## config.mk

```make
export PLATFORM = sky130hd
export DESIGN_NAME = ccl_lock
export DESIGN_NICKNAME = d
export VERILOG_FILES = /design/src/ccl_lock.v
export VERILOG_INCLUDE_DIRS = /design/src /design/src/src
export SDC_FILE = /design/constraint.sdc
export NUM_CORES = 1
export LEC_CHECK = 0
export BUFFER_PORTS_ARGS = -buffer_cell sky130_fd_sc_hd__buf_2
export CAP_MARGIN = 20
export CELL_PAD_IN_SITES_DETAIL_PLACEMENT = 1
export CELL_PAD_IN_SITES_GLOBAL_PLACEMENT = 2
export CORE_MARGIN = 1
export CORE_UTILIZATION = 44
export CTS_CLUSTER_DIAMETER = 150
export DETAILED_ROUTE_END_ITERATION = 10
export PLACE_DENSITY_LB_ADDON = 0.1
export SYNTH_ARGS = -nofsm -noshare
export SYNTH_HDL_FRONTEND = slang
export SYNTH_SLANG_ARGS = --single-unit
```

## constraint.sdc

```tcl
create_clock -name pclk -period 10.6 [get_ports pclk]
set_clock_uncertainty 0.05 [all_clocks]
set_input_delay 1.06 -clock pclk [delete_from_list [all_inputs] [get_ports pclk]]
set_output_delay 1.06 -clock pclk [all_outputs]
set_load 0.03 [all_outputs]
```

## src/ccl_defs.vh

```
// constants for the protocol-controller configuration lock and bit-timing block
`ifndef CCL_DEFS_VH
`define CCL_DEFS_VH

// ***********************************************
// register byte offsets
// ***********************************************
`define CCL_OFS_CTL0     8'h00
`define CCL_OFS_CTL1     8'h04
`define CCL_OFS_BTR0     8'h08
`define CCL_OFS_BTR1     8'h0c
`define CCL_OFS_RFLG     8'h10
`define CCL_OFS_RIER     8'h14
`define CCL_OFS_TIER     8'h18
`define CCL_OFS_TARQ     8'h1c
`define CCL_OFS_TAAK     8'h20
`define CCL_OFS_TBSEL    8'h24
`define CCL_OFS_IDAC     8'h28
`define CCL_OFS_RXERR    8'h2c
`define CCL_OFS_TXERR    8'h30
`define CCL_OFS_STAT     8'h34
`define CCL_FILT_PAGE    2'b01

// ***********************************************
// field positions
// ***********************************************
`define CCL_C0_INIT_REQ  0
`define CCL_C0_SLEEP_REQ 1
`define CCL_C0_WAKE      2
`define CCL_C1_INIT_ACK  0
`define CCL_C1_SLEEP_ACK 1
`define CCL_C1_LISTEN    4
`define CCL_C1_CLK_SEL   6
`define CCL_C1_ENABLE    7
`define CCL_B1_THREE     7

// ***********************************************
// reset values and timing
// ***********************************************
`define CCL_RST_BYTE     8'h00
`define CCL_RST_PRESC    6'h00
`define CCL_RST_SEG1     4'h3
`define CCL_RST_SEG2     3'h1
`define CCL_RST_JUMP     2'h0
`define CCL_IDLE_BITS    4'hb
`define CCL_REC_LEVEL    1'b1

`endif

```

## src/ccl_lock.v

```verilog
// configuration lock, init handshake and bit-timing engine with apb slave
`timescale 1ns/1ps
`include "ccl_defs.vh"

module ccl_lock
(
   input  wire        pclk,
   input  wire        presetn,
   input  wire        ce,
   input  wire        psel,
   input  wire        penable,
   input  wire        pwrite,
   input  wire [7:0]  paddr,
   input  wire [31:0] pwdata,
   output wire [31:0] prdata,
   output wire        pready,
   output wire        pslverr,
   input  wire        osc_clk_pin,
   input  wire        can_rx_pin,
   input  wire        power_down_pin,
   input  wire        special_mode_pin,
   input  wire        proto_tx_bit,
   input  wire        proto_frame_active,
   input  wire [7:0]  rx_err_count,
   input  wire [7:0]  tx_err_count,
   input  wire [7:0]  rflg_set,
   input  wire [2:0]  taak_set,
   output wire        bus_transmit_out,
   output wire        mac_rx_bit,
   output wire        tq_tick,
   output wire        sample_point,
   output wire        transmit_point,
   output wire        frame_abort,
   output wire        bus_synced,
   output wire        tx_start_allowed,
   output wire        init_mode_active,
   output wire        sleep_mode_active
);

   localparam ST_SYNC = 3'b001;
   localparam ST_SEG1 = 3'b010;
   localparam ST_SEG2 = 3'b100;

   // ***********************************************
   // pin synchronisers
   // ***********************************************
   reg  [1:0] osc_s_reg;
   reg  [1:0] rx_s_reg;
   reg  [1:0] pd_s_reg;
   reg  [1:0] sm_s_reg;
   reg        osc_d_reg;

   always @(posedge pclk or negedge presetn)
   begin
      if (!presetn)
      begin
         osc_s_reg <= 2'b00;
         rx_s_reg  <= 2'b11;
         pd_s_reg  <= 2'b00;
         sm_s_reg  <= 2'b00;
         osc_d_reg <= 1'b0;
      end
      else if (ce)
      begin
         osc_s_reg <= {osc_s_reg[0], osc_clk_pin};
         rx_s_reg  <= {rx_s_reg[0], can_rx_pin};
         pd_s_reg  <= {pd_s_reg[0], power_down_pin};
         sm_s_reg  <= {sm_s_reg[0], special_mode_pin};
         osc_d_reg <= osc_s_reg[1];
      end
   end

   wire pd      = pd_s_reg[1];
   wire special = sm_s_reg[1];

   // ***********************************************
   // control state
   // ***********************************************
   reg        init_req_reg;
   reg        init_ack_reg;
   reg  [1:0] init_b_reg;
   reg  [2:0] init_p_reg;
   reg        init_q_reg;
   reg        sleep_req_reg;
   reg        sleep_ack_reg;
   reg        wake_en_reg;
   reg        enable_reg;
   reg        ena_wr_reg;
   reg        listen_reg;
   reg        clk_sel_reg;
   reg        three_reg;
   reg  [5:0] presc_reg;
   reg  [1:0] jump_reg;
   reg  [3:0] seg1_len_reg;
   reg  [2:0] seg2_len_reg;
   reg  [7:0] idac_reg;
   reg  [7:0] rflg_reg;
   reg  [7:0] rier_reg;
   reg  [7:0] tier_reg;
   reg  [2:0] tarq_reg;
   reg  [2:0] taak_reg;
   reg  [2:0] tbsel_reg;
   reg  [31:0] prdata_reg;
   reg        pslverr_reg;

   wire       init_mode  = init_req_reg & init_ack_reg;
   wire       sleep_mode = sleep_req_reg & sleep_ack_reg;
   wire       unlock     = init_mode | special;
   wire       wr         = psel & penable & pwrite;
   wire [7:0] wd         = pwdata[7:0];
   wire       filt_hit   = (paddr[7:6] == `CCL_FILT_PAGE);
   wire [3:0] filt_idx   = paddr[5:2];

   // ***********************************************
   // acceptance code and mask bytes
   // ***********************************************
   wire [127:0] filt_flat;
   genvar gi;
   generate
      for (gi = 0; gi < 16; gi = gi + 1)
      begin : g_filt
         reg [7:0] byte_reg;
         always @(posedge pclk or negedge presetn)
         begin
            if (!presetn)
               byte_reg <= `CCL_RST_BYTE;
            else if (ce && wr && unlock && filt_hit && filt_idx == gi)
               byte_reg <= wd;
         end
         assign filt_flat[gi*8 +: 8] = byte_reg;
      end
   endgenerate

   // ***********************************************
   // register writes and mode handshakes
   // ***********************************************
   wire w_ctl0 = wr && paddr == `CCL_OFS_CTL0;
   wire w_ctl1 = wr && paddr == `CCL_OFS_CTL1;
   wire ptick;

   always @(posedge pclk or negedge presetn)
   begin
      if (!presetn)
      begin
         init_req_reg  <= 1'b0;
         init_ack_reg  <= 1'b0;
         init_b_reg    <= 2'b00;
         init_p_reg    <= 3'b000;
         init_q_reg    <= 1'b0;
         sleep_req_reg <= 1'b0;
         sleep_ack_reg <= 1'b0;
         wake_en_reg   <= 1'b0;
         enable_reg    <= 1'b0;
         ena_wr_reg    <= 1'b0;
         listen_reg    <= 1'b0;
         clk_sel_reg   <= 1'b0;
         three_reg     <= 1'b0;
         presc_reg     <= `CCL_RST_PRESC;
         jump_reg      <= `CCL_RST_JUMP;
         seg1_len_reg  <= `CCL_RST_SEG1;
         seg2_len_reg  <= `CCL_RST_SEG2;
         idac_reg      <= `CCL_RST_BYTE;
         rflg_reg      <= `CCL_RST_BYTE;
         rier_reg      <= `CCL_RST_BYTE;
         tier_reg      <= `CCL_RST_BYTE;
         tarq_reg      <= 3'b000;
         taak_reg      <= 3'b000;
         tbsel_reg     <= 3'b000;
      end
      else if (ce)
      begin
         // two bus-clock stages, then three protocol-clock stages
         init_b_reg <= {init_b_reg[0], init_req_reg};
         if (ptick)
            init_p_reg <= {init_p_reg[1:0], init_b_reg[1]};
         init_ack_reg <= init_p_reg[2];
         init_q_reg   <= init_req_reg;

         if (w_ctl0)
         begin
            if (wd[`CCL_C0_INIT_REQ] || init_mode || special)
               init_req_reg <= wd[`CCL_C0_INIT_REQ];
            if (wd[`CCL_C0_SLEEP_REQ] || sleep_mode || special)
               sleep_req_reg <= wd[`CCL_C0_SLEEP_REQ];
            wake_en_reg <= wd[`CCL_C0_WAKE];
         end

         if (w_ctl1)
         begin
            if (!ena_wr_reg || special)
            begin
               enable_reg <= wd[`CCL_C1_ENABLE];
               ena_wr_reg <= 1'b1;
               if (wd[`CCL_C1_ENABLE] && !enable_reg)
                  init_req_reg <= 1'b1;
            end
            if (unlock)
            begin
               listen_reg <= wd[`CCL_C1_LISTEN];
               clk_sel_reg <= wd[`CCL_C1_CLK_SEL];
            end
         end

         if (wr && unlock && paddr == `CCL_OFS_BTR0)
         begin
            presc_reg <= wd[5:0];
            jump_reg  <= wd[7:6];
         end
         if (wr && unlock && paddr == `CCL_OFS_BTR1)
         begin
            seg1_len_reg <= wd[3:0];
            seg2_len_reg <= wd[6:4];
            three_reg <= wd[`CCL_B1_THREE];
         end
         if (wr && unlock && paddr == `CCL_OFS_IDAC)
            idac_reg <= wd;

         // sleep is granted only once no frame is on the wire
         if (!sleep_req_reg)
            sleep_ack_reg <= 1'b0;
         else if (enable_reg && !proto_frame_active)
            sleep_ack_reg <= 1'b1;

         // defaults already land on the edge the acknowledge rises, so sleep
         // never reads active alongside init mode
         if (init_mode || (init_req_reg && init_p_reg[2]))
         begin
            // status and control fields held at defaults
            sleep_req_reg <= 1'b0;
            wake_en_reg   <= 1'b0;
            rflg_reg      <= `CCL_RST_BYTE;
            rier_reg      <= `CCL_RST_BYTE;
            tier_reg      <= `CCL_RST_BYTE;
            tarq_reg      <= 3'b000;
            taak_reg      <= 3'b000;
            tbsel_reg     <= 3'b000;
         end
         else
         begin
            // a new event outranks the write-one-to-clear in the same cycle
            rflg_reg <= rflg_set | (rflg_reg & ~((wr && paddr == `CCL_OFS_RFLG) ? wd : 8'h00));
            taak_reg <= taak_set | (taak_reg & ~tarq_reg);
            if (wr && paddr == `CCL_OFS_RIER)
               rier_reg <= wd;
            if (wr && paddr == `CCL_OFS_TIER)
               tier_reg <= wd;
            if (wr && paddr == `CCL_OFS_TARQ)
               tarq_reg <= wd[2:0];
            if (wr && paddr == `CCL_OFS_TBSEL)
               tbsel_reg <= wd[2:0];
         end
      end
   end

   // ***********************************************
   // protocol clock and prescaler
   // ***********************************************
   // disabled module: protocol clock stands still
   assign ptick = enable_reg & (clk_sel_reg | (osc_s_reg[1] & ~osc_d_reg));
   wire run = enable_reg & ~init_req_reg & ~init_ack_reg & ~sleep_mode & ~pd;

   reg  [5:0] presc_cnt_reg;
   wire       tq_pulse = run & ptick & (presc_cnt_reg == presc_reg);

   always @(posedge pclk or negedge presetn)
   begin
      if (!presetn)
         presc_cnt_reg <= 6'h00;
      else if (ce)
      begin
         if (!run)
            presc_cnt_reg <= 6'h00;
         else if (tq_pulse)
            presc_cnt_reg <= 6'h00;
         else if (ptick)
            presc_cnt_reg <= presc_cnt_reg + 6'h01;
      end
   end

   // ***********************************************
   // bit segment engine
   // ***********************************************
   reg  [2:0] st_reg;
   reg  [4:0] cnt_reg;
   reg  [4:0] ext_reg;
   reg        edge_pend_reg;
   reg        rx_prev_reg;
   reg  [1:0] smp_reg;
   reg        rx_bit_reg;
   reg        sp_reg;
   reg        tp_reg;
   reg        tq_reg;
   reg  [3:0] rec_cnt_reg;
   reg        sync_reg;
   reg        abort_reg;
   reg        tx_reg;

   // loopback keeps the mac seeing its own dominant bit in listen-only
   wire       mac_rx  = rx_s_reg[1] & (listen_reg ? proto_tx_bit : 1'b1);
   wire [4:0] e1      = cnt_reg + 5'd1;
   wire [4:0] sjq     = {3'b000, jump_reg} + 5'd1;
   wire [4:0] ext_now = (edge_pend_reg && ext_reg == 5'd0) ? ((e1 < sjq) ? e1 : sjq) : ext_reg;
   wire [4:0] seg1_end = {1'b0, seg1_len_reg} + ext_now;
   wire [4:0] rem2    = {2'b00, seg2_len_reg} - cnt_reg;
   wire       maj     = (smp_reg[1] & smp_reg[0]) | (smp_reg[1] & mac_rx) | (smp_reg[0] & mac_rx);
   wire       smp_bit = three_reg ? maj : mac_rx;

   always @(posedge pclk or negedge presetn)
   begin
      if (!presetn)
      begin
         st_reg        <= ST_SYNC;
         cnt_reg       <= 5'd0;
         ext_reg       <= 5'd0;
         edge_pend_reg <= 1'b0;
         rx_prev_reg   <= `CCL_REC_LEVEL;
         smp_reg       <= 2'b11;
         rx_bit_reg    <= `CCL_REC_LEVEL;
         sp_reg        <= 1'b0;
         tp_reg        <= 1'b0;
         tq_reg        <= 1'b0;
      end
      else if (ce)
      begin
         rx_prev_reg <= mac_rx;
         sp_reg      <= 1'b0;
         tp_reg      <= 1'b0;
         tq_reg      <= tq_pulse;
         if (!run)
         begin
            st_reg        <= ST_SYNC;
            cnt_reg       <= 5'd0;
            ext_reg       <= 5'd0;
            edge_pend_reg <= 1'b0;
         end
         else if (!tq_pulse)
         begin
            if (rx_prev_reg && !mac_rx)
               edge_pend_reg <= 1'b1;
         end
         else
         begin
            edge_pend_reg <= 1'b0;
            case (st_reg)
               ST_SYNC:
               begin
                  st_reg  <= ST_SEG1;
                  cnt_reg <= 5'd0;
                  ext_reg <= 5'd0;
               end
               ST_SEG1:
               begin
                  ext_reg <= ext_now;
                  smp_reg <= {smp_reg[0], mac_rx};
                  if (cnt_reg >= seg1_end)
                  begin
                     st_reg     <= ST_SEG2;
                     cnt_reg    <= 5'd0;
                     sp_reg     <= 1'b1;
                     rx_bit_reg <= smp_bit;
                  end
                  else
                     cnt_reg <= e1;
               end
               ST_SEG2:
               begin
                  // early edge: shorten by at most the jump width plus the elapsed count plus one
                  if (edge_pend_reg && rem2 <= sjq)
                  begin
                     st_reg  <= ST_SEG1;
                     cnt_reg <= 5'd0;
                     ext_reg <= 5'd0;
                     tp_reg  <= 1'b1;
                  end
                  else if (cnt_reg >= {2'b00, seg2_len_reg} || edge_pend_reg && rem2 <= e1 + sjq)
                  begin
                     st_reg <= ST_SYNC;
                     tp_reg <= 1'b1;
                  end
                  else if (edge_pend_reg)
                     cnt_reg <= cnt_reg + sjq;
                  else
                     cnt_reg <= e1;
               end
               default:
                  st_reg <= ST_SYNC;
            endcase
         end
      end
   end

   // ***********************************************
   // bus sync, abort and transmit pin
   // ***********************************************
   wire force_rec = ~enable_reg | init_req_reg | init_ack_reg | pd | listen_reg | sleep_mode;

   always @(posedge pclk or negedge presetn)
   begin
      if (!presetn)
      begin
         rec_cnt_reg <= 4'h0;
         sync_reg    <= 1'b0;
         abort_reg   <= 1'b0;
         tx_reg      <= `CCL_REC_LEVEL;
      end
      else if (ce)
      begin
         abort_reg <= enable_reg & init_req_reg & ~init_q_reg;
         tx_reg    <= force_rec ? `CCL_REC_LEVEL : proto_tx_bit;
         if (!run)
         begin
            sync_reg    <= 1'b0;
            rec_cnt_reg <= 4'h0;
         end
         else if (sp_reg && !sync_reg)
         begin
            // resume only after a run of recessive bits
            if (!rx_bit_reg)
               rec_cnt_reg <= 4'h0;
            else if (rec_cnt_reg == `CCL_IDLE_BITS - 4'h1)
               sync_reg <= 1'b1;
            else
               rec_cnt_reg <= rec_cnt_reg + 4'h1;
         end
      end
   end

   // ***********************************************
   // apb read path
   // ***********************************************
   reg [7:0] rd_byte;
   reg       rd_ok;

   always @*
   begin
      rd_ok = 1'b1;
      case (paddr)
         `CCL_OFS_CTL0:  rd_byte = {5'b0, wake_en_reg, sleep_req_reg, init_req_reg};
         `CCL_OFS_CTL1:  rd_byte = {enable_reg, clk_sel_reg, 1'b0, listen_reg, 2'b0,
                                    sleep_ack_reg, init_ack_reg};
         `CCL_OFS_BTR0:  rd_byte = {jump_reg, presc_reg};
         `CCL_OFS_BTR1:  rd_byte = {three_reg, seg2_len_reg, seg1_len_reg};
         `CCL_OFS_RFLG:  rd_byte = rflg_reg;
         `CCL_OFS_RIER:  rd_byte = rier_reg;
         `CCL_OFS_TIER:  rd_byte = tier_reg;
         `CCL_OFS_TARQ:  rd_byte = {5'b0, tarq_reg};
         `CCL_OFS_TAAK:  rd_byte = {5'b0, taak_reg};
         `CCL_OFS_TBSEL: rd_byte = {5'b0, tbsel_reg};
         `CCL_OFS_IDAC:  rd_byte = idac_reg;
         `CCL_OFS_RXERR: rd_byte = rx_err_count;
         `CCL_OFS_TXERR: rd_byte = tx_err_count;
         `CCL_OFS_STAT:  rd_byte = {3'b0, ena_wr_reg, special, sleep_mode, init_mode, sync_reg};
         default:
         begin
            rd_byte = filt_flat[filt_idx*8 +: 8];
            rd_ok   = filt_hit;
         end
      endcase
   end

   always @(posedge pclk or negedge presetn)
   begin
      if (!presetn)
      begin
         prdata_reg  <= 32'h00000000;
         pslverr_reg <= 1'b0;
      end
      else if (ce && psel && !penable)
      begin
         prdata_reg  <= (pwrite || !rd_ok) ? 32'h00000000 : {24'h000000, rd_byte};
         pslverr_reg <= ~rd_ok;
      end
   end

   assign prdata            = prdata_reg;
   assign pready            = 1'b1;
   assign pslverr           = pslverr_reg & psel & penable;
   assign bus_transmit_out  = tx_reg;
   assign mac_rx_bit        = rx_bit_reg;
   assign tq_tick           = tq_reg;
   assign sample_point      = sp_reg;
   assign transmit_point    = tp_reg;
   assign frame_abort       = abort_reg;
   assign bus_synced        = sync_reg;
   assign tx_start_allowed  = run & sync_reg & ~listen_reg;
   assign init_mode_active  = init_mode;
   assign sleep_mode_active = sleep_mode;

endmodule // ccl_lock

```

== Yosys cells after proc, flatten, opt, wreduce, memory -nomap -nowiden ==
Index checks and enable logic that the tools add are counted.
Storage, ports and cells
  register bits after elaboration: 276
  bits of input ports: 79
  output and inout bits: 44
  logic and storage cells: 327
Cells by class
  $add $sub $neg: 8
  $lt $le $gt $ge: 5
  equal/unequal tests: 47
  shift-type cells: 1
  multiplexer cells: 71
  bitwise operators: 46
  reduce and logical (&&, ||, !) cells: 87
Operators with widths (count)
  128-bit by 8-bit variable part select with 8-bit output: 1
  8-bit one-hot mux with 14 select lines: 1
  8-bit two-way mux: 7
  5-bit two-way mux: 11
  8-bit by 6-bit equality test with 1-bit output, second input constant: 6
  1-bit logical AND: 40
  4-bit equality test, second input constant: 9
  8-bit by 5-bit equality test with 1-bit output, second input constant: 4
  1-bit two-way mux: 32
  3-bit two-way mux: 10
  5-bit one-hot mux with 3 select lines: 2
  2-bit AND reduction: 12
  1-bit AND: 22
  4-bit AND reduction: 5
  6-bit two-way mux: 3
  4-bit by 3-bit equality test with 1-bit output, second input constant: 4
  8-bit by 4-bit equality test with 1-bit output, second input constant: 2
  4-bit two-way mux: 4
  14-bit OR reduction: 1
  3-bit AND reduction: 4
  2-bit nonzero test: 6
  5-bit by 3-bit adder with 5-bit output: 2
  2-bit by 1-bit != test with 1-bit output, second input constant: 5
  3-bit != test, second input constant: 3
  38 further kinds: 69

== Logic depth before layout (Yosys ltp) ==
Gate-level depths: netlist of the first run.
  depth in word-level cells: 10
  gate-level depth with buffers: 21
  depth with buffers taken out: 20

== Worst setup path before layout of the first run ==
No wires, ideal clock.
  kind: reg-to-reg
  start: register cnt_reg[0]
  end: register cnt_reg[4]
  library setup time: 64 ps
  arrival: 4152 ps
  data required time: 10486 ps
  setup slack: 6334 ps
  stages on the path, launching flop included: 19
  buffers on the path: 0
  period minus slack after synthesis: 4266 ps
  cell sequence: dfrtp_1 > ha_1 > xor2_1 > ha_1 > a211o_1 > mux2i_1 > nor2_1 > or2_2 > fa_1 > a21o_1 > a21oi_1 > xor2_1 > ha_1 > a21oi_1 > o21a_1 > nand2_1 > or3_1 > a31oi_1 > a21o_1
On the way
  cells in the longest elaborated chain, start to end: 10
  elaborated cells between the ends (all ways): 24
  classes of those cells: add/sub (5); order compare (5); eq/ne (1); mux (9); reduce/logical (4)
RTL lines
  start, declared: line ccl_lock.v:284  | reg [4:0] cnt_reg;
  start signal, assigned: line ccl_lock.v:381  | cnt_reg <= cnt_reg + sjq;
  5-bit by 1-bit adder with 5-bit output: line ccl_lock.v:300  | wire [4:0] e1 = cnt_reg + 5'd1;
  5-bit by 3-bit < comparator with 1-bit output: line ccl_lock.v:302  | wire [4:0] ext_now = (edge_pend_reg && ext_reg == 5'd0) ? ((e1 < sjq) ? e1 : sjq) : ext_reg;
  5-bit two-way mux (2 in a row): line ccl_lock.v:302
  4-bit by 5-bit adder with 5-bit output: line ccl_lock.v:303  | wire [4:0] seg1_end = {1'b0, seg1_len_reg} + ext_now;
  5-bit >= comparator: line ccl_lock.v:355  | if (cnt_reg >= seg1_end)
  5-bit two-way mux: line ccl_lock.v:355
  5-bit one-hot mux with 3 select lines: line ccl_lock.v:344  | case (st_reg)
  5-bit two-way mux: line ccl_lock.v:336  | else if (!tq_pulse)
  5-bit two-way mux: line ccl_lock.v:329  | if (!run)
Several ways; a longest one is shown, not always the timed one. The select of a mux whose other input is x is not followed.
A chain may end at the register's enable or synchronous reset.

== Worst setup path in the final report of the first run ==
Same ends and word-level chain as after synthesis.

==> results.md, run 1 <==
* # diodes at 0
* Clk_lat worst skew at between 0.5 and 0.6 ns
* Leak Pwr at ~7.1 nW
* Remaining DRCs at 0
* Share of layout cells above drive strength 1 at 0.2985
* Status: finished, final reports clean
* Met3 usage at 0.02534
* Fin. max-slew vios at 0
* Root buf cell: clkbuf_16
* Hold Path Class: input port to asynchronous set/reset pin
* Routed len/inst at ~24 µm
* Worst Tran Pin Value at approximately 0.96 ns
* Final GP Congestion at just over 0.8
* Port Buffers at 73
* Post-synth EDFFs at 0
* Mapped Cells at around 1.1k
* Die area at 31250 µm²
* PwrDens at about 140 nW/µm²
* Switch share at 0.2375
* Setup TNS at 0 ns
* Yosys warnings at 0
* Vias in the first global route at between 9k and 10k
* Max clock buf depth at 3
* Post-synthesis sequential area ratio at 0.4684
* CP Data Arrival Time at 5.38 ns
* Synth top area cells: dfrtp_1, mux2_2, mux4_2, ha_1, nand2_1
* Hold_buf cts at 0
* Most common flop cell mapped by yosys: dfrtp_1
* Max Clk Rate at roughly 200 MHz
* Maximum VDD drop at 0.1583 mV
* Routed vias at 9282
* Post-route ant nets at 0
* RSZ-0062 raised after global routing: no
* Post-synth ARST share at 1.000
* Nature of the critical path endpoint: register
* Cell taking the most area after synthesis: dfrtp_1
* Total Power at around 2.1 mW
* Initial antenna violation count at 0
* Reg power frac at 0.465
* Crit-path max FO at 8
* Core ar. at between 20000 and 30000 µm²
* Number of synthesized register bits at roughly 250
* Grt total ovfl at 0
* Fillers at 3160
* Die W at roughly 180 µm
* Max Cap Violations at 0
* DRT iter0 DRCs at between 400 and 500
* IO Count at between 100 and 150
* Comb power frac at 0.070
* Grt met1 use at 0.3442
* Psw at slightly above 500 µW
* H-tree Lvls at 1
* Initial core utilization at 0.4498
* Post-layout util at 0.4982
* Post-CTS setup buffers at 0
* Post-cts sizing count at 0
* Mean post-synth cell area at 11.91 µm²
* CTS buffer count at 28
* Total Wirelength at around 38000 µm
* Standard-cell rows at 63
* Synthesized area at 13440 µm²
* Rel. slew slack at 0.3563
* Internal Power at 1.619 mW
* CP Launch Type: register
* Vias/cell at 5.852
* DRT Pass-1 Iters at 5
* Fin. Hold Viols at 0
* First-pass GRT wire length at a little under 60000 µm
* Final net count at 1291
* Critical path class: register to register
* Post-synth top area share at 0.4469
* Die Y-Extent at around 180 µm
* Clock power share at 0.465
* Hold Slack at roughly 0.40 ns
* Post-DP HPWL at approximately 25000 µm
* Post-synthesis cell type count at 73
* Minimum clock period at roughly 5 ns
* Busiest grt layer: met2
* CTS clk-pin slew, worst paths at approximately 0.060 ns
* Final setup vio count at 0
* GR Util met2 at 0.4297
* Area Overhead vs Synth at 10.75%
* Worst EP required at between 10 and 15 ns
* Fin crit share at 0.4654
* Sink Count at roughly 250
* TritonCTS clock tree: done
* Largest net degree at the start of global routing at about 160
* All-Layer GR Usage at 0.2500
* Largest register FFs at approximately 130
[stage by stage]
step | worst slack (ns) | instances | cell area, µm²
final | 5.666 | 1586 | 14880
after global routing | 5.263 | 1586 | 14880
after detailed placement | 5.650 | 1536 | 13940
after floorplan | 6.334 | 1151 | 13530
after CTS | 5.619 | 1586 | 14880
after global placement | 5.705 | 1536 | 13940
[metal layers]
metal  vias up  part of all wire
li1       4192                 -
met1      4844              0.45
met2       210              0.50
met3        36             0.036
met4         0             0.017
met5         -                 0
[cell families (layout without fill, tap and decap cells)]
kind of cell	count (synthesis)	count (layout)	synth area share
and+or+nand+nor	266	266	0.09524
muxes	245	245	0.2414
buffers and inverters	117	162	0.04720
xor gates and xnor gates	26	26	0.01694
AOI/OAI and AO/OA	185	185	0.09450
other	2	25	0.0005588
adders and majority gates	36	36	0.03575
DFF	251	251	0.4684
[power groups by stage]
stage / Combinational, mW / Clock (mW) / Sequential (mW)
finish: 0.148 / 0.988 / 0.987
global route: 0.161 / 1.04 / 0.989
CTS: 0.151 / 1.01 / 0.987
detailed placement: 0.150 / 0 / 1.00
global placement: 0.149 / 0 / 1.00
floorplan: 0.0975 / 0 / 0.999
[layout make-up]
| type | instances | area, µm² | share of cell area |
|---|---|---|---|
| well taps | 390 | 488.0 | 0.03278 |
| multi-input cells | 783 | 6596 | 0.4432 |
| repair buffers | 81 | 447.9 | 0.03009 |
| flip-flops and latches | 251 | 6295 | 0.4229 |
| clock buffers | 44 | 810.8 | 0.05447 |
| inverters | 31 | 116.4 | 0.007818 |
| clock inverters | 6 | 130.1 | 0.008742 |
[worst paths after layout]
path                            cells past startpoint               startpoint  slack, ns                           endpoint
worst min-delay path                                1                  presetn       0.40              st_reg[1]$_DFFE_PN0P_
worst max register to register                     18   cnt_reg[0]$_DFFE_PN0P_       5.67             cnt_reg[4]$_DFFE_PN0P_
max in group asynchronous                           2                  presetn       8.76  g_filt[8].byte_reg[2]$_DFFE_PN0P_
worst max-delay path                               18   cnt_reg[0]$_DFFE_PN0P_       5.67             cnt_reg[4]$_DFFE_PN0P_
worst min register to register                      2  tier_reg[5]$_DFFE_PN0P_       0.43            tier_reg[5]$_DFFE_PN0P_
min in group pclk                                   2  tier_reg[5]$_DFFE_PN0P_       0.43            tier_reg[5]$_DFFE_PN0P_
[worst max-delay path, cell delays in order, from the launching register on]
cell and delay [ns]:
dfrtp_1 0.52, ha_1 0.36, xor2_1 0.35, ha_1 0.34, a211o_1 0.36, mux2i_1 0.17, nor2_1 0.07, or2_2 0.31
fa_1 0.42, a21o_1 0.18, a21oi_1 0.18, xor2_1 0.17, ha_1 0.26, a21oi_1 0.15, o21a_1 0.24, nand2_1 0.14
or3_1 0.33, a31oi_1 0.17, a21o_1 0.10
[cell usage in the layout, fill, tap and decap left out, types with 28 or more instances in the layout]
master     synthesis  final
nand2_1          100    100
nor2_1            56     56
o21ai_0           52     51
clkbuf_16          0     28
ha_1              32     32
inv_1             31     31
dfrtp_1          240    240
mux4_2            31     31
buf_2              5     72
mux2_2           180    180
[cells in the mapped netlist (23+ instances only)]
master,number
buf_4,26
mux2_2,180
nor2_1,56
ha_1,32
mux4_2,31
nand2_1,100
o21ai_0,52
inv_1,31
a22o_1,27
clkbuf_1,42
mux2i_1,23
dfrtp_1,240
No activity file was read; power rests on OpenSTA's default activity.
==> run 2, diff against run 1 <==
--- a/config.mk
+++ b/config.mk
@@ -6,12 +6,13 @@
 export SDC_FILE = /design/constraint.sdc
 export NUM_CORES = 1
 export LEC_CHECK = 0
+export ABC_AREA = 1
 export BUFFER_PORTS_ARGS = -buffer_cell sky130_fd_sc_hd__buf_2
 export CAP_MARGIN = 20
 export CELL_PAD_IN_SITES_DETAIL_PLACEMENT = 1
 export CELL_PAD_IN_SITES_GLOBAL_PLACEMENT = 2
 export CORE_MARGIN = 1
-export CORE_UTILIZATION = 44
+export CORE_UTILIZATION = 32
 export CTS_CLUSTER_DIAMETER = 150
 export DETAILED_ROUTE_END_ITERATION = 10
 export PLACE_DENSITY_LB_ADDON = 0.1
==> constraint.sdc (replaced) <==
create_clock -name pclk -period 4.4 [get_ports pclk]
set_clock_uncertainty 0.05 [all_clocks]
set_input_delay 0.44 -clock pclk [delete_from_list [all_inputs] [get_ports pclk]]
set_output_delay 0.44 -clock pclk [all_outputs]
set_load 0.03 [all_outputs]
==> run 2 against run 1 <==
  * Total power grew to 2.6 times the previous value
  * Utilization decreased by 13 points
  * Die area increased by 39%
  * Via count grew 30%
  * Global-route usage shrank 2.8 points
  * Highest routed layer is now met5
==> results.md, run 2 <==
* Status: finished, final reports clean
* DRT Pass-1 Iters at 5
* Synthesized area at between 10000 and 15000 µm²
* Max Clk Rate at about 240 MHz
* First-pass GRT wire length at around 75000 µm
* Most frequent cells in the layout: nand2_1, nor2_1, dfrtp_1, inv_1, o21ai_1
* All-Layer GR Usage at 0.2223
* DRT iter0 DRCs at 680
* Post-synth top area share at 0.4401
* Final setup vio count at 0
* # diodes at 0
* Most common cell after layout, fill and taps aside: nand2_1
* Comb power frac at 0.091
* Sink Count at about 250
* Vias/cell at 4.928
* Vias in the first global route at roughly 13k
* Yosys warnings at 0
* Non-filler cells, final at approximately 2.4k
* Delay-heaviest family, CP: simple AND/OR/NAND/NOR gates
* Post-synth EDFFs at 0
* Largest stage delay, worst path at about 0.41 ns
* Post-synth ARST share at 1.000
* Area share of fa/ha/maj cells after synthesis at 0.03521
* Fin. Hold Viols at 0
* Leak Pwr at ~7.7 nW
* Post-synthesis cell type count at between 40 and 50
* Die Y-Extent at around 210 µm
* Routed len/inst at just under 20 µm
* Largest register FFs at ~130
* Max clock buf depth at 3
* Largest net degree at the start of global routing at ~110
* CP Data Arrival Time at 4.56 ns
* Final WS setup at roughly 0.3 ns
* Max Cap Violations at 0
* Core ar. at 42040 µm²
* Hold Path Class: input port to register
* Final net count at around 2.0k
* Most common flop cell mapped by yosys: dfrtp_1
* Rel. slew slack at 0.2643
* Simple-Gate Fraction of Synth Area at 0.3060
* IO Count at ~120
* Worst EP required at a little under 5 ns
* Synth top cells by count: nand2_1, nor2_1, dfrtp_1, inv_1, o21ai_1
* Placed cells at between 2k and 2.5k
* Xor/xnor cell area share of the yosys netlist at 0.005134
* Worst Tran Pin Value at ~1.1 ns
* CP Launch Type: register
* Setup TNS at 0 ns
* CP Buf/Inv Count at 3
* Clk_lat worst skew at roughly 0.6 ns
* Most common cell in the netlist: nand2_1
* Total Wirelength at 47330 µm
* CTS buffer count at 31
* Nature of the critical path endpoint: register
* Remaining DRCs at 0
* Minimum clock period at 4.096 ns
* Post-route ant nets at 0
* Die W at 208.5 µm
* Mean post-synth cell area at about 7.5 µm²
* Internal Power at ~4 mW
* Post-synthesis sequential area ratio at 0.4613
* TritonCTS clock tree: done
* Number of synthesized register bits at around 250
* DP Worst Slack at -0.04507 ns
* Maximum VDD drop at roughly 0.3 mV
* Initial antenna violation count at 1
* Clock power share at 0.476
* Critical path class: register to register
* Post-DP HPWL at roughly 33000 µm
* Final GP Congestion at roughly 0.83
* Initial core utilization at 0.3246
* Routed vias at 12.05k
* Critical path's slowest cell: dfrtp_1
* Synth Area in Compound Gates at 0.1125
* Reg power frac at 0.433
* Switch share at 0.2674
* Psw at around 1.5 mW
* Standard-cell rows at 75
* Mux cell area share after synthesis at 0.008252
* Root buf cell: clkbuf_16
* Total Power at ~5.6 mW
* Fin. max-slew vios at 0
* Mapped Cells at between 1.5k and 2k
* H-tree Lvls at 1
* Cell taking the most area after synthesis: dfrtp_1
* Area Overhead vs Synth at 14.84%
* PwrDens at 355.0 nW/µm²
* Critical path cell sequence: ha_4 > ha_1 > inv_1 > nand2_1 > a21oi_1 > nor2_1 > buf_4 > nand3_1 > nand3_1 > and2_1 > ha_2 > fa_2 > nand3_1 > nand2_1 > xor2_1 > ha_1 > nand2_1 > or3_4 > nand3_2 > nor2_1 > nor2_2 > buf_4 > nand3_1 > nand2_1
* Die area at between 40000 and 50000 µm²
* Port Buffers at 73
* Grt total ovfl at 0
* CTS clk-pin slew, worst paths at 0.06 ns
* Fin crit share at 0.9309
* Crit-path max FO at 5
* Share of layout cells above drive strength 1 at 0.1286
* Synth top area cells: dfrtp_1, nand2_1, nor2_1, o21ai_1, o21ai_0
* Main combinational cell family by area after synthesis: simple AND/OR/NAND/NOR gates
run 2: cell count changes in the layout (fill, tap and decap cells not counted), sizes merged, moves of 23 or more:
| cell | change |
|---|---|
| mux2i | -23 |
| nor2 | +220 |
| a22o | -27 |
| o21ai | +160 |
| nand2 | +478 |
| mux4 | -42 |
| nand3 | +63 |
| a21oi | +32 |
| mux2 | -170 |
| inv | +95 |
run 2: final timing paths:
path                                                    from                                end  slack [ns]  cells past startpoint
worst max-delay path                 jump_reg[0]$_DFFE_PN0P_              st_reg[1]$_DFFE_PN0P_        0.30                     24
worst min-delay path                              can_rx_pin            rx_s_reg[0]$_DFFE_PN1P_        0.03                      3
worst max register to register       jump_reg[0]$_DFFE_PN0P_              st_reg[1]$_DFFE_PN0P_        0.30                     24
worst min register to register  bus_transmit_out$_DFFE_PN1P_       bus_transmit_out$_DFFE_PN1P_        0.42                      2
max in group asynchronous                            presetn  g_filt[2].byte_reg[0]$_DFFE_PN0P_        2.69                      3
min in group asynchronous                            presetn  g_filt[3].byte_reg[6]$_DFFE_PN0P_        0.49                      2
run 2: final cells by class:
type	instances	area [µm²]
clock buffer	46	932.1
fill	5215	26370
multi-input combinational	1366	6545
timing repair buffer	105	633.1
clock inverter	11	120.1
sequential	251	6295
tap	539	674.4
inverter	126	473.0
run 2: power groups by stage:
stage,registers (mW),clock network (mW),logic [mW]
floorplan,2.45,0,0.290
global placement,2.45,0,0.501
finish,2.41,2.65,0.506
CTS,2.41,2.72,0.512
detailed placement,2.45,0,0.507
global route,2.41,2.79,0.565
run 2: cells by family (layout without fill, tap and decap cells):
group / count (synthesis) / count (layout)
other: 2 / 25
adder cells (fa/ha/maj): 36 / 36
flip-flops: 251 / 251
XOR/XNOR: 8 / 8
AO/OA/AOI/OAI: 292 / 292
multiplexers: 10 / 10
buffers and inverters: 218 / 288
AND/OR/NAND/NOR: 995 / 995
run 2: per-layer routing:
layer	vias to the layer above	global-route usage	wire length [µm]
li1	5929	-	-
met1	5915	0.3202	23680
met2	146	0.3605	21580
met3	53	0.02355	1224
met4	2	0.04368	836
met5	-	0	13
run 2: what timing repair did:
item / CTS / global route
resized for setup: 2 / 15
endpoints found under the setup margin: 3 / 9
hold buffers: 4 / 0
pin swaps: 1 / 6
gates cloned: 0 / 0
endpoints found under the hold margin: 106 / 0
setup buffers: 0 / 2
run 2: worst reg2reg max path, cell delays in order, from the launching register on:
cell and delay (ns):
dfrtp_1 0.41, ha_4 0.28, ha_1 0.30, inv_1 0.06
nand2_1 0.06, a21oi_1 0.12, nor2_1 0.08, buf_4 0.14
nand3_1 0.08, nand3_1 0.10, and2_1 0.16, ha_2 0.18
fa_2 0.34, nand3_1 0.08, nand2_1 0.07, xor2_1 0.15
ha_1 0.32, nand2_1 0.08, or3_4 0.38, nand3_2 0.08
nor2_1 0.06, nor2_2 0.15, buf_4 0.14, nand3_1 0.07
nand2_1 0.07
run 2: stage by stage:
stage          area, µm²  utilization  hold WS [ns]
2_1_floorplan      13730            -       0.09441
3_3_place_gp       14480       0.3443        0.4059
3_5_place_dp       14480       0.3443        0.4120
4_1_cts            15570       0.3704      0.002602
5_1_grt            15670       0.3728       0.03888
6_report           15670       0.3728       0.03024
==> run 3, diff against run 2 <==
--- a/config.mk
+++ b/config.mk
@@ -16,6 +16,7 @@
 export CTS_CLUSTER_DIAMETER = 150
 export DETAILED_ROUTE_END_ITERATION = 10
 export PLACE_DENSITY_LB_ADDON = 0.1
+export RECOVER_POWER = 25
 export SYNTH_ARGS = -nofsm -noshare
 export SYNTH_HDL_FRONTEND = slang
 export SYNTH_SLANG_ARGS = --single-unit
==> run 3 against run 2 <==
  * The run now ends with capacitance limit, slew limit left
  * Utilization decreased by 0.077 points
  * Non-clock buffer count unchanged
  * Wire length about the same
  * Critical path type unchanged
==> results.md, run 3 (same netlist as run 2, synthesis figures left out) <==
* Largest net degree at the start of global routing at around 110
* Minimum clock period at ~4.1 ns
* Root buf cell: clkbuf_16
* Grt total ovfl at 0
* Initial antenna violation count at 1
* Share of layout cells above drive strength 1 at 0.1244
* PwrDens at 355.6 nW/µm²
* Worst hold path startpoint: can_rx_pin
* Remaining DRCs at 0
* Total Wirelength at roughly 47000 µm
* R2R setup slack at between 0.3 and 0.4 ns
* Die W at ~210 µm
* Failing checks: capacitance limit, slew limit
* TritonCTS clock tree: done
* Max Clk Rate at about 240 MHz
* Fin crit share at 0.9309
* Final setup vio count at 0
* Fin. Hold Viols at 0
* Area Overhead vs Synth at 14.61%
* Most frequent cells in the layout: nand2_1, nor2_1, dfrtp_1, inv_1, o21ai_1
* CTS buffer count at 31
* Crit-path max FO at 5
* Final net count at around 2.0k
* Vias/cell at around 4.9
* Delay-heaviest family, CP: simple AND/OR/NAND/NOR gates
* Max clock buf depth at 3
* Final WS setup at between 0.3 and 0.4 ns
* Critical R2R Launch: jump_reg[0]$_DFFE_PN0P_
* Worst Hold Depth at 3
* Total Power at roughly 5.6 mW
* Rel. slew slack at -1.061
* DRT iter0 DRCs at between 600 and 700
* Nature of the critical path endpoint: register
* Critical path class: register to register
* Core ar. at around 42000 µm²
* IO Count at ~120
* Largest register FFs at 128
* CTS clk-pin slew, worst paths at 0.06 ns
* Sink Count at about 250
* H-tree Lvls at 1
* Most common cell after layout, fill and taps aside: nand2_1
* Initial core utilization at 0.3246
* CP Data Arrival Time at ~4.6 ns
* Die area at 43480 µm²
* Clk_lat worst skew at around 0.60 ns
* Leak Pwr at 7.702 nW
* Hold Path Class: input port to register
* Post-DP HPWL at 32960 µm
* Fin. max-slew vios at 140
* DP Worst Slack at -0.04507 ns
* Worst EP required at 4.87 ns
* Max Cap Violations at 2
* Routed len/inst at ~19 µm
* Critical path's slowest cell: dfrtp_1
* CP Launch Type: register
* Non-filler cells, final at 2444
* Post-route ant nets at 0
* Largest stage delay, worst path at between 0.4 and 0.5 ns
* Worst Hold End: rx_s_reg[0]$_DFFE_PN1P_
* Standard-cell rows at 75
* All-Layer GR Usage at 0.2223
* Maximum VDD drop at slightly above 0.3 mV
* Setup TNS at 0 ns
* DRT Pass-1 Iters at 5
* Routed vias at approximately 12k
* FF-to-FF End: st_reg[1]$_DFFE_PN0P_
* First-pass GRT wire length at 75050 µm
* Placed cells at 2380
* Status: complete, but fails checks
* Vias in the first global route at 12.61k
* Critical path cell sequence: ha_4 > ha_1 > inv_1 > nand2_1 > a21oi_1 > nor2_1 > buf_4 > nand3_1 > nand3_1 > and2_1 > ha_2 > fa_2 > nand3_1 > nand2_1 > xor2_1 > ha_1 > nand2_1 > or3_4 > nand3_2 > nor2_1 > nor2_2 > buf_4 > nand3_1 > nand2_1
* Final GP Congestion at 0.8333
* Die Y-Extent at roughly 210 µm
* Port Buffers at 73
* CP Buf/Inv Count at 3
* Worst Tran Pin Value at a little over 3 ns
* # diodes at 0
* Register-to-Register Path Depth at 24
==> run 3: worst max-delay path by stage <==
stage	startpoint	endpoint	slack [ns]	depth (start not counted)
after floorplan	cnt_reg[0]$_DFFE_PN0P_	st_reg[1]$_DFFE_PN0P_	0.09	27
after global placement	jump_reg[0]$_DFFE_PN0P_	st_reg[2]$_DFFE_PN0P_	0.07	24
after detailed placement	cnt_reg[0]$_DFFE_PN0P_	st_reg[2]$_DFFE_PN0P_	-0.05	26
after CTS	cnt_reg[0]$_DFFE_PN0P_	st_reg[2]$_DFFE_PN0P_	0.06	26
after global routing	cnt_reg[1]$_DFFE_PN0P_	st_reg[0]$_DFFE_PN1P_	-0.01	26
final	jump_reg[0]$_DFFE_PN0P_	st_reg[1]$_DFFE_PN0P_	0.30	24
==> run 3: timing repair <==
item                       4_1_cts  5_1_grt
pin swaps                        1        6
gates resized for setup          2       15
hold endpoints to repair       106        0
hold buffers                     4        0
buffers inserted                 0        2
setup endpoints to repair        3        9
==> run 3: final cells by class <==
class	count	area [µm²]
Sequential cell	251	6295
Inverter	126	473.0
Clock inverter	11	120.1
Timing Repair Buffer	105	610.6
Tap cell	539	674.4
Multi-Input combinational cell	1366	6535
Clock buffer	46	932.1
Fill cell	5222	26400
==> run 3: worst min-delay path, stage by stage <==
cell and delay [ns]:
buf_2 0.07, nand2_1 0.04, o21ai_0 0.06
==> run 3: power breakdown <==
group / internal, mW / switching (mW)
Sequential: 2.37 / 0.0375
Clock: 1.58 / 1.07
Combinational: 0.129 / 0.375
Total: 4.07 / 1.49
==> run 3: per-layer routing <==
| layer | vias to the layer above | GRT usage | part of all wire |
|---|---|---|---|
| met2 | 157 | 0.3605 | 0.46 |
| met4 | 2 | 0.04368 | 0.017 |
| met1 | 5913 | 0.3202 | 0.50 |
| met5 | - | 0 | 0.00027 |
| met3 | 53 | 0.02355 | 0.030 |
| li1 | 5929 | - | - |
==> run 3: metrics by stage <==
step | hold slack [ns] | util | instance area [µm²]
3_3_place_gp | 0.4059 | 0.3443 | 14480
3_5_place_dp | 0.4120 | 0.3443 | 14480
4_1_cts | 0.002602 | 0.3704 | 15570
2_1_floorplan | 0.09441 | - | 13730
5_1_grt | 0.03888 | 0.3720 | 15640
6_report | 0.03023 | 0.3720 | 15640
